**src/design/pcsst_pkg.sv**
```systemverilog
package pcsst_pkg;
  localparam int LANES    = 4;
  localparam int HDR_W    = 4;
  localparam int MM_W     = 8;
  localparam int BC_W     = 2;
  localparam int MARK_W   = 64;
  localparam int ADDR_W   = 12;
  localparam int DATA_W   = 32;
  localparam int ERRBLK_W = 8;
  localparam int MMCNT_W  = 16;

  // register byte offsets
  localparam logic [ADDR_W-1:0] OFF_CTRL   = 12'h000;
  localparam logic [ADDR_W-1:0] OFF_STATUS = 12'h004;
  localparam logic [ADDR_W-1:0] OFF_ERRBLK = 12'h008;
  localparam logic [ADDR_W-1:0] OFF_MMCNT  = 12'h00C;

  // control fields
  localparam int CTRL_W       = 6;
  localparam int CTRL_RX_IDLE = 0;
  localparam int CTRL_TX_IDLE = 1;
  localparam int CTRL_RX_PRI1 = 2;
  localparam int CTRL_RX_PRI2 = 3;
  localparam int CTRL_TX_PRI1 = 4;
  localparam int CTRL_TX_PRI2 = 5;
  localparam logic [CTRL_W-1:0] CTRL_RESET = 6'h00;

  // status fields
  localparam int ST_LOCK_LSB   = 0;
  localparam int ST_ALIGNED    = 4;
  localparam int ST_HIBER      = 5;
  localparam int ST_LFAULT     = 6;
  localparam int ST_FIFOERR    = 7;
  localparam int ST_RXMODE_LSB = 8;
  localparam int ST_TXMODE_LSB = 10;

  localparam logic [MARK_W-1:0] MARK_RESET = 64'h0000_0000_0000_0000;

  typedef enum logic [1:0] {
    MODE_OFF,
    MODE_PRI1,
    MODE_PRI2,
    MODE_IDLE
  } pcsst_mode_type;

  typedef enum logic [2:0] {
    REG_CTRL,
    REG_STATUS,
    REG_ERRBLK,
    REG_MMCNT,
    REG_NONE
  } pcsst_reg_type;
endpackage

```
**src/design/pcsst_lane_if.sv**
```systemverilog
`timescale 1ns/1ps
// per-lane raw events in, registered lane status out
interface pcsst_lane_if;
  logic                       lock_raw;
  logic [pcsst_pkg::HDR_W-1:0] hdr_err_raw;
  logic                       hdr_err_raw_vld;
  logic                       sreset;
  logic                       lock;
  logic [pcsst_pkg::HDR_W-1:0] err_inc;
  logic                       err_vld;

  modport stage (
    input  lock_raw, hdr_err_raw, hdr_err_raw_vld, sreset,
    output lock, err_inc, err_vld
  );
  modport core (
    output lock_raw, hdr_err_raw, hdr_err_raw_vld, sreset,
    input  lock, err_inc, err_vld
  );
endinterface

```
**src/design/pcsst_lane_stage.sv**
```systemverilog
`timescale 1ns/1ps
module pcsst_lane_stage (
  input wire logic     sys_clk, // core clock
  input wire logic     rst,     // async reset, active high
  pcsst_lane_if.stage  lif      // lane raw events and status
);
  logic                        next_lock;
  logic [pcsst_pkg::HDR_W-1:0] next_inc;
  logic                        next_vld;

  // lock follows the lane, increments pass for one cycle when valid
  always_comb begin
    next_lock = lif.lock_raw & ~lif.sreset;
    next_inc  = '0;
    next_vld  = 1'b0;
    if (!lif.sreset && lif.hdr_err_raw_vld) begin
      next_inc = lif.hdr_err_raw;
      next_vld = 1'b1;
    end
  end

  // lane status registers
  always_ff @(posedge sys_clk or posedge rst) begin
    if (rst) begin
      lif.lock    <= 1'b0;
      lif.err_inc <= '0;
      lif.err_vld <= 1'b0;
    end else begin
      lif.lock    <= next_lock;
      lif.err_inc <= next_inc;
      lif.err_vld <= next_vld;
    end
  end
endmodule

```
**src/design/pcsst_core.sv**
```systemverilog
// The APB slave port and the register addresses were left to the implementer.
`timescale 1ns/1ps
module pcsst_core (
  input  wire logic                          sys_clk,   // core clock
  input  wire logic                          rst,       // async reset
  input  wire logic                          psel,      // apb select
  input  wire logic                          penable,   // apb enable
  input  wire logic                          pwrite,    // apb direction
  input  wire logic [pcsst_pkg::ADDR_W-1:0]  paddr,     // apb address
  input  wire logic [pcsst_pkg::DATA_W-1:0]  pwdata,    // apb write data
  output logic      [pcsst_pkg::DATA_W-1:0]  prdata,    // apb read data
  output logic                               pready,    // apb ready
  output logic                               pslverr,   // apb error
  input  wire logic                          rx_reset,  // rx sync reset
  input  wire logic                          tx_reset,  // tx sync reset
  input  wire logic [pcsst_pkg::MARK_W-1:0]  tx_lane2_alignment_marker, // in
  input  wire logic [pcsst_pkg::MARK_W-1:0]  tx_lane3_alignment_marker, // in
  input  wire logic [pcsst_pkg::LANES-1:0]   rx_lock_raw,     // lane lock
  input  wire logic [pcsst_pkg::LANES-1:0]   rx_deskew_raw,   // lane deskew
  input  wire logic                          rx_ber_high_raw, // ber high
  input  wire logic                          rx_decoder_init, // in init
  input  wire logic                          rx_fifo_over,    // overflow
  input  wire logic                          rx_fifo_under,   // underflow
  input  wire logic [pcsst_pkg::BC_W-1:0]    rx_bad_code_raw, // bad blocks
  input  wire logic                          rx_bad_code_rvld,// its valid
  input  wire logic [pcsst_pkg::MM_W-1:0]    rx_mismatch_raw, // mismatches
  input  wire logic                          rx_mismatch_rvld,// its valid
  input  wire logic [pcsst_pkg::LANES-1:0][pcsst_pkg::HDR_W-1:0]
                                             rx_hdr_err_raw,  // per lane
  input  wire logic [pcsst_pkg::LANES-1:0]   rx_hdr_err_rvld, // per lane
  output logic      [pcsst_pkg::MARK_W-1:0]  tx_lane2_marker, // inserted
  output logic      [pcsst_pkg::MARK_W-1:0]  tx_lane3_marker, // inserted
  output logic                               tx_idle_gen_en,  // tx idle
  output logic                               rx_idle_check_en,// rx check
  output logic                               rx_comp_fifo_error, // sticky
  output logic                               rx_local_fault,  // level
  output logic                               rx_excess_bit_error_rate, // lvl
  output logic      [pcsst_pkg::LANES-1:0]   rx_block_lock,   // per lane
  output logic                               rx_all_lanes_aligned, // level
  output logic      [pcsst_pkg::MM_W-1:0]    rx_mismatch_inc, // pulse
  output logic                               rx_mismatch_valid, // strobe
  output logic      [pcsst_pkg::BC_W-1:0]    rx_code_viol_inc,  // pulse
  output logic                               rx_code_viol_valid,// strobe
  output logic      [pcsst_pkg::LANES-1:0][pcsst_pkg::HDR_W-1:0]
                                             rx_sync_hdr_inc, // per lane
  output logic      [pcsst_pkg::LANES-1:0]   rx_sync_hdr_valid // per lane
);
  localparam int AW = pcsst_pkg::ADDR_W;
  localparam int DW = pcsst_pkg::DATA_W;
  localparam int EW = pcsst_pkg::ERRBLK_W;
  localparam int CW = pcsst_pkg::MMCNT_W;

  logic [pcsst_pkg::CTRL_W-1:0] ctrl;
  logic [pcsst_pkg::CTRL_W-1:0] next_ctrl;
  logic [DW-1:0]                next_prdata;
  logic                         next_pready;
  logic                         next_pslverr;
  logic                         next_tx_idle;
  logic                         next_rx_idle;
  logic [EW-1:0]                errblk_cnt;
  logic [EW-1:0]                next_errblk_cnt;
  logic [CW-1:0]                mm_cnt;
  logic [CW-1:0]                next_mm_cnt;
  logic [pcsst_pkg::MARK_W-1:0] next_lane2_marker;
  logic [pcsst_pkg::MARK_W-1:0] next_lane3_marker;
  logic                         next_fifo_err;
  logic                         next_lfault;
  logic                         next_hiber;
  logic                         next_aligned;
  logic [pcsst_pkg::MM_W-1:0]   next_mm_inc;
  logic                         next_mm_vld;
  logic [pcsst_pkg::BC_W-1:0]   next_bc_inc;
  logic                         next_bc_vld;
  logic                         setup;
  logic                         wr_done;
  pcsst_pkg::pcsst_reg_type     sel;
  pcsst_pkg::pcsst_mode_type    rx_mode;
  pcsst_pkg::pcsst_mode_type    tx_mode;
  logic [DW-1:0]                status_word;

  // higher-priority test modes win over the idle pattern
  function automatic pcsst_pkg::pcsst_mode_type resolve_mode(
    input logic pri1, input logic pri2, input logic idle);
    if (pri1)
      return pcsst_pkg::MODE_PRI1;
    else if (pri2)
      return pcsst_pkg::MODE_PRI2;
    else if (idle)
      return pcsst_pkg::MODE_IDLE;
    return pcsst_pkg::MODE_OFF;
  endfunction

  // register select from a bus address
  function automatic pcsst_pkg::pcsst_reg_type decode_reg(
    input logic [AW-1:0] a);
    case (a)
      pcsst_pkg::OFF_CTRL:   return pcsst_pkg::REG_CTRL;
      pcsst_pkg::OFF_STATUS: return pcsst_pkg::REG_STATUS;
      pcsst_pkg::OFF_ERRBLK: return pcsst_pkg::REG_ERRBLK;
      pcsst_pkg::OFF_MMCNT:  return pcsst_pkg::REG_MMCNT;
      default:               return pcsst_pkg::REG_NONE;
    endcase
  endfunction

  // per-lane stages
  genvar g;
  generate
    for (g = 0; g < pcsst_pkg::LANES; g++) begin : gen_lane
      pcsst_lane_if lif ();
      assign lif.lock_raw        = rx_lock_raw[g];
      assign lif.hdr_err_raw     = rx_hdr_err_raw[g];
      assign lif.hdr_err_raw_vld = rx_hdr_err_rvld[g];
      assign lif.sreset          = rx_reset;
      assign rx_block_lock[g]     = lif.lock;
      assign rx_sync_hdr_inc[g]   = lif.err_inc;
      assign rx_sync_hdr_valid[g] = lif.err_vld;
      pcsst_lane_stage u_stage (
        .sys_clk (sys_clk),
        .rst     (rst),
        .lif     (lif)
      );
    end
  endgenerate

  // bus decode and mode resolution
  assign setup   = psel & ~penable;
  assign wr_done = psel & penable & pready & pwrite;
  assign sel     = decode_reg(paddr);
  assign rx_mode = resolve_mode(ctrl[pcsst_pkg::CTRL_RX_PRI1],
                                ctrl[pcsst_pkg::CTRL_RX_PRI2],
                                ctrl[pcsst_pkg::CTRL_RX_IDLE]);
  assign tx_mode = resolve_mode(ctrl[pcsst_pkg::CTRL_TX_PRI1],
                                ctrl[pcsst_pkg::CTRL_TX_PRI2],
                                ctrl[pcsst_pkg::CTRL_TX_IDLE]);

  // status word assembly
  always_comb begin
    status_word = '0;
    status_word[pcsst_pkg::ST_LOCK_LSB +: pcsst_pkg::LANES] = rx_block_lock;
    status_word[pcsst_pkg::ST_ALIGNED]    = rx_all_lanes_aligned;
    status_word[pcsst_pkg::ST_HIBER]      = rx_excess_bit_error_rate;
    status_word[pcsst_pkg::ST_LFAULT]     = rx_local_fault;
    status_word[pcsst_pkg::ST_FIFOERR]    = rx_comp_fifo_error;
    status_word[pcsst_pkg::ST_RXMODE_LSB +: 2] = rx_mode;
    status_word[pcsst_pkg::ST_TXMODE_LSB +: 2] = tx_mode;
  end

  // bus slave and control next values
  always_comb begin
    next_ctrl    = ctrl;
    next_pready  = setup;
    next_pslverr = setup && sel == pcsst_pkg::REG_NONE;
    next_prdata  = '0;
    if (wr_done && sel == pcsst_pkg::REG_CTRL) begin
      next_ctrl = pwdata[pcsst_pkg::CTRL_W-1:0];
    end
    if (setup && !pwrite) begin
      unique case (sel)
        pcsst_pkg::REG_CTRL:   next_prdata = DW'(ctrl);
        pcsst_pkg::REG_STATUS: next_prdata = status_word;
        pcsst_pkg::REG_ERRBLK: next_prdata = DW'(errblk_cnt);
        pcsst_pkg::REG_MMCNT:  next_prdata = DW'(mm_cnt);
        default:               next_prdata = '0;
      endcase
    end
    next_rx_idle = rx_mode == pcsst_pkg::MODE_IDLE;
    next_tx_idle = tx_mode == pcsst_pkg::MODE_IDLE;
  end

  // bus slave and control registers
  always_ff @(posedge sys_clk or posedge rst) begin
    if (rst) begin
      ctrl             <= pcsst_pkg::CTRL_RESET;
      pready           <= 1'b0;
      pslverr          <= 1'b0;
      prdata           <= '0;
      rx_idle_check_en <= 1'b0;
      tx_idle_gen_en   <= 1'b0;
    end else begin
      ctrl             <= next_ctrl;
      pready           <= next_pready;
      pslverr          <= next_pslverr;
      prdata           <= next_prdata;
      rx_idle_check_en <= next_rx_idle;
      tx_idle_gen_en   <= next_tx_idle;
    end
  end

  // markers are sampled only while the tx reset holds them still
  always_comb begin
    next_lane2_marker = tx_lane2_marker;
    next_lane3_marker = tx_lane3_marker;
    if (tx_reset) begin
      next_lane2_marker = tx_lane2_alignment_marker;
      next_lane3_marker = tx_lane3_alignment_marker;
    end
  end

  // inserted marker registers
  always_ff @(posedge sys_clk or posedge rst) begin
    if (rst) begin
      tx_lane2_marker <= pcsst_pkg::MARK_RESET;
      tx_lane3_marker <= pcsst_pkg::MARK_RESET;
    end else begin
      tx_lane2_marker <= next_lane2_marker;
      tx_lane3_marker <= next_lane3_marker;
    end
  end

  // receive status and increments
  always_comb begin
    next_aligned  = !rx_reset && (&rx_lock_raw)
                    && (&rx_deskew_raw);
    next_lfault   = rx_decoder_init || !next_aligned;
    next_hiber    = rx_ber_high_raw;
    next_fifo_err = !rx_reset && (rx_comp_fifo_error
                    || rx_fifo_over || rx_fifo_under);
    next_bc_inc   = '0;
    next_bc_vld   = 1'b0;
    next_mm_inc   = '0;
    next_mm_vld   = 1'b0;
    if (!rx_reset && rx_bad_code_rvld) begin
      next_bc_inc = rx_bad_code_raw;
      next_bc_vld = 1'b1;
    end
    if (!rx_reset && rx_mismatch_rvld && next_rx_idle) begin
      next_mm_inc = rx_mismatch_raw;
      next_mm_vld = 1'b1;
    end
  end

  // receive status registers
  always_ff @(posedge sys_clk or posedge rst) begin
    if (rst) begin
      rx_all_lanes_aligned     <= 1'b0;
      rx_local_fault           <= 1'b1;
      rx_excess_bit_error_rate <= 1'b0;
      rx_comp_fifo_error       <= 1'b0;
      rx_code_viol_inc         <= '0;
      rx_code_viol_valid       <= 1'b0;
      rx_mismatch_inc          <= '0;
      rx_mismatch_valid        <= 1'b0;
    end else begin
      rx_all_lanes_aligned     <= next_aligned;
      rx_local_fault           <= next_lfault;
      rx_excess_bit_error_rate <= next_hiber;
      rx_comp_fifo_error       <= next_fifo_err;
      rx_code_viol_inc         <= next_bc_inc;
      rx_code_viol_valid       <= next_bc_vld;
      rx_mismatch_inc          <= next_mm_inc;
      rx_mismatch_valid        <= next_mm_vld;
    end
  end

  // saturating counters; a bus write clears before a same-cycle increment is added, rx reset wins over both
  always_comb begin
    logic [EW:0] eb_sum;
    logic [CW:0] mm_sum;
    eb_sum = '0;
    mm_sum = '0;
    next_errblk_cnt = errblk_cnt;
    next_mm_cnt     = mm_cnt;
    if (wr_done && sel == pcsst_pkg::REG_ERRBLK)
      next_errblk_cnt = '0;
    if (wr_done && sel == pcsst_pkg::REG_MMCNT)
      next_mm_cnt = '0;
    if (rx_code_viol_valid) begin
      eb_sum = {1'b0, next_errblk_cnt} + (EW+1)'(rx_code_viol_inc);
      next_errblk_cnt = eb_sum[EW] ? '1 : eb_sum[EW-1:0];
    end
    if (rx_mismatch_valid) begin
      mm_sum = {1'b0, next_mm_cnt} + (CW+1)'(rx_mismatch_inc);
      next_mm_cnt = mm_sum[CW] ? '1 : mm_sum[CW-1:0];
    end
    if (rx_reset) begin
      next_errblk_cnt = '0;
      next_mm_cnt     = '0;
    end
  end

  // counter registers
  always_ff @(posedge sys_clk or posedge rst) begin
    if (rst) begin
      errblk_cnt <= '0;
      mm_cnt     <= '0;
    end else begin
      errblk_cnt <= next_errblk_cnt;
      mm_cnt     <= next_mm_cnt;
    end
  end
endmodule

```
**config.mk**
```make
export PLATFORM = sky130hd
export DESIGN_NAME = pcsst_core
export DESIGN_NICKNAME = d
export VERILOG_FILES = /design/src/design/pcsst_pkg.sv /design/src/design/pcsst_lane_if.sv /design/src/design/pcsst_lane_stage.sv /design/src/design/pcsst_core.sv
export SDC_FILE = /design/constraint.sdc
export NUM_CORES = 1
export LEC_CHECK = 0
export CAP_MARGIN = 20
export CORE_AREA = 5 5 161 163
export CTS_CLUSTER_SIZE = 25
export DETAILED_ROUTE_END_ITERATION = 10
export DIE_AREA = 0 0 166 168
export DONT_BUFFER_PORTS = 1
export PLACE_DENSITY = 0.62
export SYNTH_ARGS = -nofsm -noshare
export SYNTH_HDL_FRONTEND = slang
export SYNTH_SLANG_ARGS = --single-unit
```
**constraint.sdc**
```tcl
create_clock -name sys_clk -period 5.9 [get_ports sys_clk]
set_input_delay 0.295 -clock sys_clk [delete_from_list [all_inputs] [get_ports sys_clk]]
set_output_delay 0.295 -clock sys_clk [all_outputs]
set_load 0.01 [all_outputs]
```
==> results of run 1 <==
-- stage by stage --
step	instances	setup WS, ns	utilization [%]
2_1_floorplan	718	2.460	-
3_3_place_gp	994	1.840	38.94
3_5_place_dp	994	1.863	38.94
-- kinds of logic after synthesis --
group                      count (synthesis)  share of synthesized area (%)
AOI/OAI and AO/OA                         77                          5.962
muxes                                    137                          16.76
xor gates and xnor gates                  12                          1.143
other                                      1                        0.04079
DFF                                      218                          59.36
and+or+nand+nor                          183                          11.52
adders and majority gates                 11                          1.633
buffers and inverters                     64                          3.593
==> results.txt, run 1 <==
Die Height: 168 um
Cts-stage hold buffer count: 208
Synth unique cells: 65
Ys flop type: dfrtp_1
Ports: 427
Largest area contributor in the netlist: dfrtp_1
CTS resizes: 0
Port bufs: 0
Yosys warns: 0
Status: aborted with a tool error
Syn Std Cell Area: 9193 um^2
Initial Util: 38.02%
Syn Inst Count: 703
Clock sinks: 218
FF+latch count, synth: 218
Max Root-Sink Buffers: 3
Stop Error: [ERROR RSZ-0060] Max buffer count reached.
Placer congestion estimate: 0.7911
Dpl cell area: 9415 um^2
CTS buffer count: 24
Fraction of registers with async set/reset: 100.0%
Seq/Total Area, Yosys: 59.36%
Top-area cell type share of the netlist area: 59.07%
Row count: 57
Die W: 166 um
Most frequent cell after synthesis: dfrtp_1
Post-CTS Setup Bufs: 0
Mean post-synth cell area: 13.08 um^2
Area contributors post-synth: dfrtp_1 (59%), mux2_2 (16%), and2_1 (2.3%), buf_4 (2.0%), a21oi_1 (1.5%)
Top cells by count, synth: dfrtp_1 (217), mux2_2 (134), and2_1 (34), nor2_1 (34), nand2_1 (31)
Hpwl dp: 17,740 um
Stop stage: 4_1_cts
Number of synthesized flops with an enable pin: 0
Clk root buf: clkbuf_16
H-tree depth: 1
==> run 2, diff against run 1 <==
--- a/config.mk
+++ b/config.mk
@@ -6,12 +6,11 @@
 export NUM_CORES = 1
 export LEC_CHECK = 0
 export CAP_MARGIN = 20
-export CORE_AREA = 5 5 161 163
-export CTS_CLUSTER_SIZE = 25
+export CORE_AREA = 5 5 163 165
 export DETAILED_ROUTE_END_ITERATION = 10
-export DIE_AREA = 0 0 166 168
+export DIE_AREA = 0 0 168 170
 export DONT_BUFFER_PORTS = 1
-export PLACE_DENSITY = 0.62
+export PLACE_DENSITY_LB_ADDON = 0.15
 export SYNTH_ARGS = -nofsm -noshare
 export SYNTH_HDL_FRONTEND = slang
 export SYNTH_SLANG_ARGS = --single-unit
==> constraint.sdc (replaced) <==
create_clock -name sys_clk -period 7.7 [get_ports sys_clk]
set_input_delay 0.385 -clock sys_clk [delete_from_list [all_inputs] [get_ports sys_clk]]
set_output_delay 0.385 -clock sys_clk [all_outputs]
set_load 0.01 [all_outputs]
==> results.txt, run 2 <==
Final nets: 1,079
Largest area contributor in the netlist: dfrtp_1
Max Root-Sink Buffers: 3
Hpwl dp: 18,830 um
Post-CTS Setup Bufs: 0
Peak supply drop: 0.1475 mV
Fin. Hold Viols: 0
Leakage: 5.032 nW
Synth unique cells: 65
Ports: 427
Top flop regs: tx_lane2_marker: 64 flops, tx_lane3_marker: 64 flops
DRC violation count after routing: 0
Gr usage total: 17.79%
Clk root buf: clkbuf_16
CTS buffer count: 25
Hold_sp: rx_lock_raw[0]
CP max-delay cell: nand4_1
Flop-to-flop setup slack: 3.62 ns
FF+latch count, synth: 218
Worst Setup Start Kind: register
Min-Delay Endpoint: rx_all_lanes_aligned$_DFF_PP0_
Initial DRT Pass Iterations: 6
Fraction of registers with async set/reset: 100.0%
First DRT Iteration DRCs: 377
Fillcell total: 2,182
Worst-path cell chain: and4_1 > nand4_1 > and2_1 > ha_1 > inv_1 > fa_1 > nor2b_1 > or2_2 > o21ba_2 > nor3_2 > a21oi_1 > o2111ai_1 > mux2_1
Syn Inst Count: 703
Cell depth of the worst hold path: 2
Die W: 168 um
Largest net degree at the start of global routing: 155
Max stage delay on crit path: 0.60 ns
Max_slew headroom: 42.62%
Crit path max fanout: 14
Vias/cell: 5.100
CP bufs+invs: 1
Vias: 6,095
Largest delay contributor family on the critical path: simple AND/OR/NAND/NOR gates
Most frequent cell after synthesis: dfrtp_1
# setup viols final: 0
Status: finished clean
Worst EP arrival: 4.47 ns
DRT Wirelength: 26,870 um
Critical path class: register to register
Pins Over Slew Limit: 0
First-pass GRT wire length: 40,190 um
Post-route ant nets: 0
Yosys warns: 0
Die area: 28,560 um^2
Area Growth Syn to Fin: 27.98%
Reg2reg path depth: 13
RSZ-0062 raised after global routing: no
Post-route minimum period: 4.076 ns
Final Power: 2.681 mW
Hold slack: 0.01732 ns
CTS tree: done
Max-Cap Viols: 0
Mean post-synth cell area: 13.08 um^2
Clock sinks: 218
Final Cycle Share: 52.93%
Placer congestion estimate: 0.8408
Initial Util: 36.93%
Area of the multi-input gates: 3462 um^2
Initial antenna violation count: 0
Clock transition at path regs: 0.06 ns
Top-area cell type share of the netlist area: 59.07%
RR Startpoint: pready$_DFF_PP0_
Die Height: 170 um
Syn Std Cell Area: 9193 um^2
Top cells by count, synth: dfrtp_1 (217), mux2_2 (134), and2_1 (34), nor2_1 (34), nand2_1 (31)
Clock latency on the worst-skew pair: 0.51 ns
Number of global-route vias before repair: 6,645
Area contributors post-synth: dfrtp_1 (59%), mux2_2 (16%), and2_1 (2.3%), buf_4 (2.0%), a21oi_1 (1.5%)
Port bufs: 0
Remaining global-route overflow: 0
Worst Path Required: 8.09 ns
HP Class: primary input to register
Most frequent cells in the layout: dfrtp_1 (217), dlygate4sd3_1 (148), mux2_2 (134)
Setup TNS Final: 0 ns
Core Box Area: 24,890 um^2
Pwr Density: 227.9 nW/um^2
Post-layout util: 47.27%
Worst Max-Slew Pin Slew: 0.8537 ns
H-tree depth: 1
Avg WL per Cell: 22.48 um
Number of synthesized flops with an enable pin: 0
Layout cell share with drive strength beyond 1: 23.38%
Peak Freq: 245.3 MHz
Ys flop type: dfrtp_1
Worst setup EP type: register
Leading cell type in the layout, fill and taps excluded: dfrtp_1
Row count: 58
FF-to-FF End: mm_cnt[14]$_DFF_PP0_
Sequential standard cell area: 5456 um^2
Clock skew: 0.004556 ns
Seq/Total Area, Yosys: 59.36%
run 2: stage by stage:
| step | area, um^2 | instances | worst slack (ns) |
|---|---|---|---|
| 4_1_cts | 11720 | 1191 | 3.619 |
| 2_1_floorplan | 9249 | 718 | 1.352 |
| 6_report | 11770 | 1195 | 3.624 |
| 5_1_grt | 11760 | 1194 | 3.264 |
| 3_3_place_gp | 9407 | 999 | 3.572 |
| 3_5_place_dp | 9407 | 999 | 3.496 |
run 2: how the worst max path moves through the flow:
stage,start,to,cells after the start
CTS,pready$_DFF_PP0_,mm_cnt[14]$_DFF_PP0_,13
detailed placement,paddr[5],mm_cnt[14]$_DFF_PP0_,13
floorplan,rst,ctrl[0]$_DFFE_PP0P_,1
global placement,paddr[5],mm_cnt[14]$_DFF_PP0_,13
global route,pready$_DFF_PP0_,mm_cnt[13]$_DFF_PP0_,13
finish,pready$_DFF_PP0_,mm_cnt[14]$_DFF_PP0_,13
run 2: layer usage:
metal	track usage, %	vias to the layer above	wire, um
li1	-	2751	-
met1	20.86	3023	9833
met2	31.31	273	14010
met3	5.296	48	2150
met4	6.034	0	877
met5	0	-	0
run 2: report_power, final:
part           leakage (nW)  switching [mW]  internal [mW]
sequential             2.72           0.105           1.22
combinational          1.91          0.0692          0.121
clock                 0.401           0.465          0.699
run 2: area by class of cell:
class                      count  area share, %
antenna                        1        0.02127
clock buffer                  35          6.232
clock inverter                10         0.7976
inverter                      12         0.4467
multi-input combinational    436          29.43
sequential                   218          46.38
tap                          330          3.510
timing repair buffer         153          13.19
run 2: worst register-to-register path, delay by kind of cell (launching register included):
family	cells	cell delay [ns]
AOI/OAI and AO/OA	3	0.63
DFF	1	0.41
muxes	1	0.36
adders and majority gates	2	0.41
and+or+nand+nor	6	2.08
buffers and inverters	1	0.08
run 2: cells by family after synthesis:
logic type / after synthesis / synth area share (%)
xor+xnor: 12 / 1.143
mux: 137 / 16.76
other cells: 1 / 0.04079
simple gates: 183 / 11.52
fa+ha+maj: 11 / 1.633
flops: 218 / 59.36
compound gates: 77 / 5.962
buf+inv: 64 / 3.593
run 2: repair_timing:
| item | in CTS | in global routing |
|---|---|---|
| gates resized for setup | 0 | 0 |
| endpoints found under the setup margin | 0 | 0 |
| hold buffers | 147 | 2 |
| hold endpoints to repair | 169 | 28 |
Note: power is estimated with default switching activity, not from simulation.
==> run 3, diff against run 2 <==
==> constraint.sdc (replaced) <==
create_clock -name sys_clk -period 3.9 [get_ports sys_clk]
set_input_delay 0.195 -clock sys_clk [delete_from_list [all_inputs] [get_ports sys_clk]]
set_output_delay 0.195 -clock sys_clk [all_outputs]
set_load 0.01 [all_outputs]
==> results.txt, run 3 <==
Top cells by count, synth: dfrtp_1 (217), mux2_2 (134), and2_1 (34), nor2_1 (34), nand2_1 (31)
Ys flop type: dfrtp_1
Xor/xnor share of the synthesized area: 1.143%
Post-CTS Setup Bufs: 0
Post-synthesis mux area share: 16.76%
Port bufs: 0
Initial Util: 36.93%
Simple-gate share of the synthesized area: 11.51%
Stop stage: 4_1_cts
Seq/Total Area, Yosys: 59.36%
Die W: 168 um
Fraction of registers with async set/reset: 100.0%
Number of synthesized flops with an enable pin: 0
Cts-stage hold buffer count: 211
Clk root buf: clkbuf_16
Hpwl dp: 18,930 um
Largest area contributor in the netlist: dfrtp_1
Placer congestion estimate: 0.8242
Die Height: 170 um
Most frequent cell after synthesis: dfrtp_1
Stop Error: [ERROR RSZ-0060] Max buffer count reached.
Ports: 427
Main combinational cell family by area after synthesis: multiplexers
CTS resizes: 0
Area share of fa/ha/maj cells after synthesis: 1.633%
H-tree depth: 1
Max Root-Sink Buffers: 3
Compound-Gate Fraction of Synth Area: 5.962%
Syn Std Cell Area: 9193 um^2
CTS buffer count: 24
Row count: 58
Status: aborted with a tool error
Area contributors post-synth: dfrtp_1 (59%), mux2_2 (16%), and2_1 (2.3%), buf_4 (2.0%), a21oi_1 (1.5%)
Mean post-synth cell area: 13.08 um^2
Clock sinks: 218
FF+latch count, synth: 218
Synth unique cells: 65
Yosys warns: 0
Syn Inst Count: 703
Top-area cell type share of the netlist area: 59.07%
run 3: per-stage QoR:
step | cells | instance area, um^2 | setup slack [ns]
after floorplan | 718 | 9253 | 0.4604
after global placement | 1005 | 9460 | 0.4512
after detailed placement | 1005 | 9460 | 0.4022
run 3: kinds of logic after synthesis:
kind of cell / after synthesis
multiplexers: 137
other: 1
AO/OA/AOI/OAI: 77
AND/OR/NAND/NOR: 183
flip-flops: 218
buffers and inverters: 64
XOR/XNOR: 12
adder cells (fa/ha/maj): 11
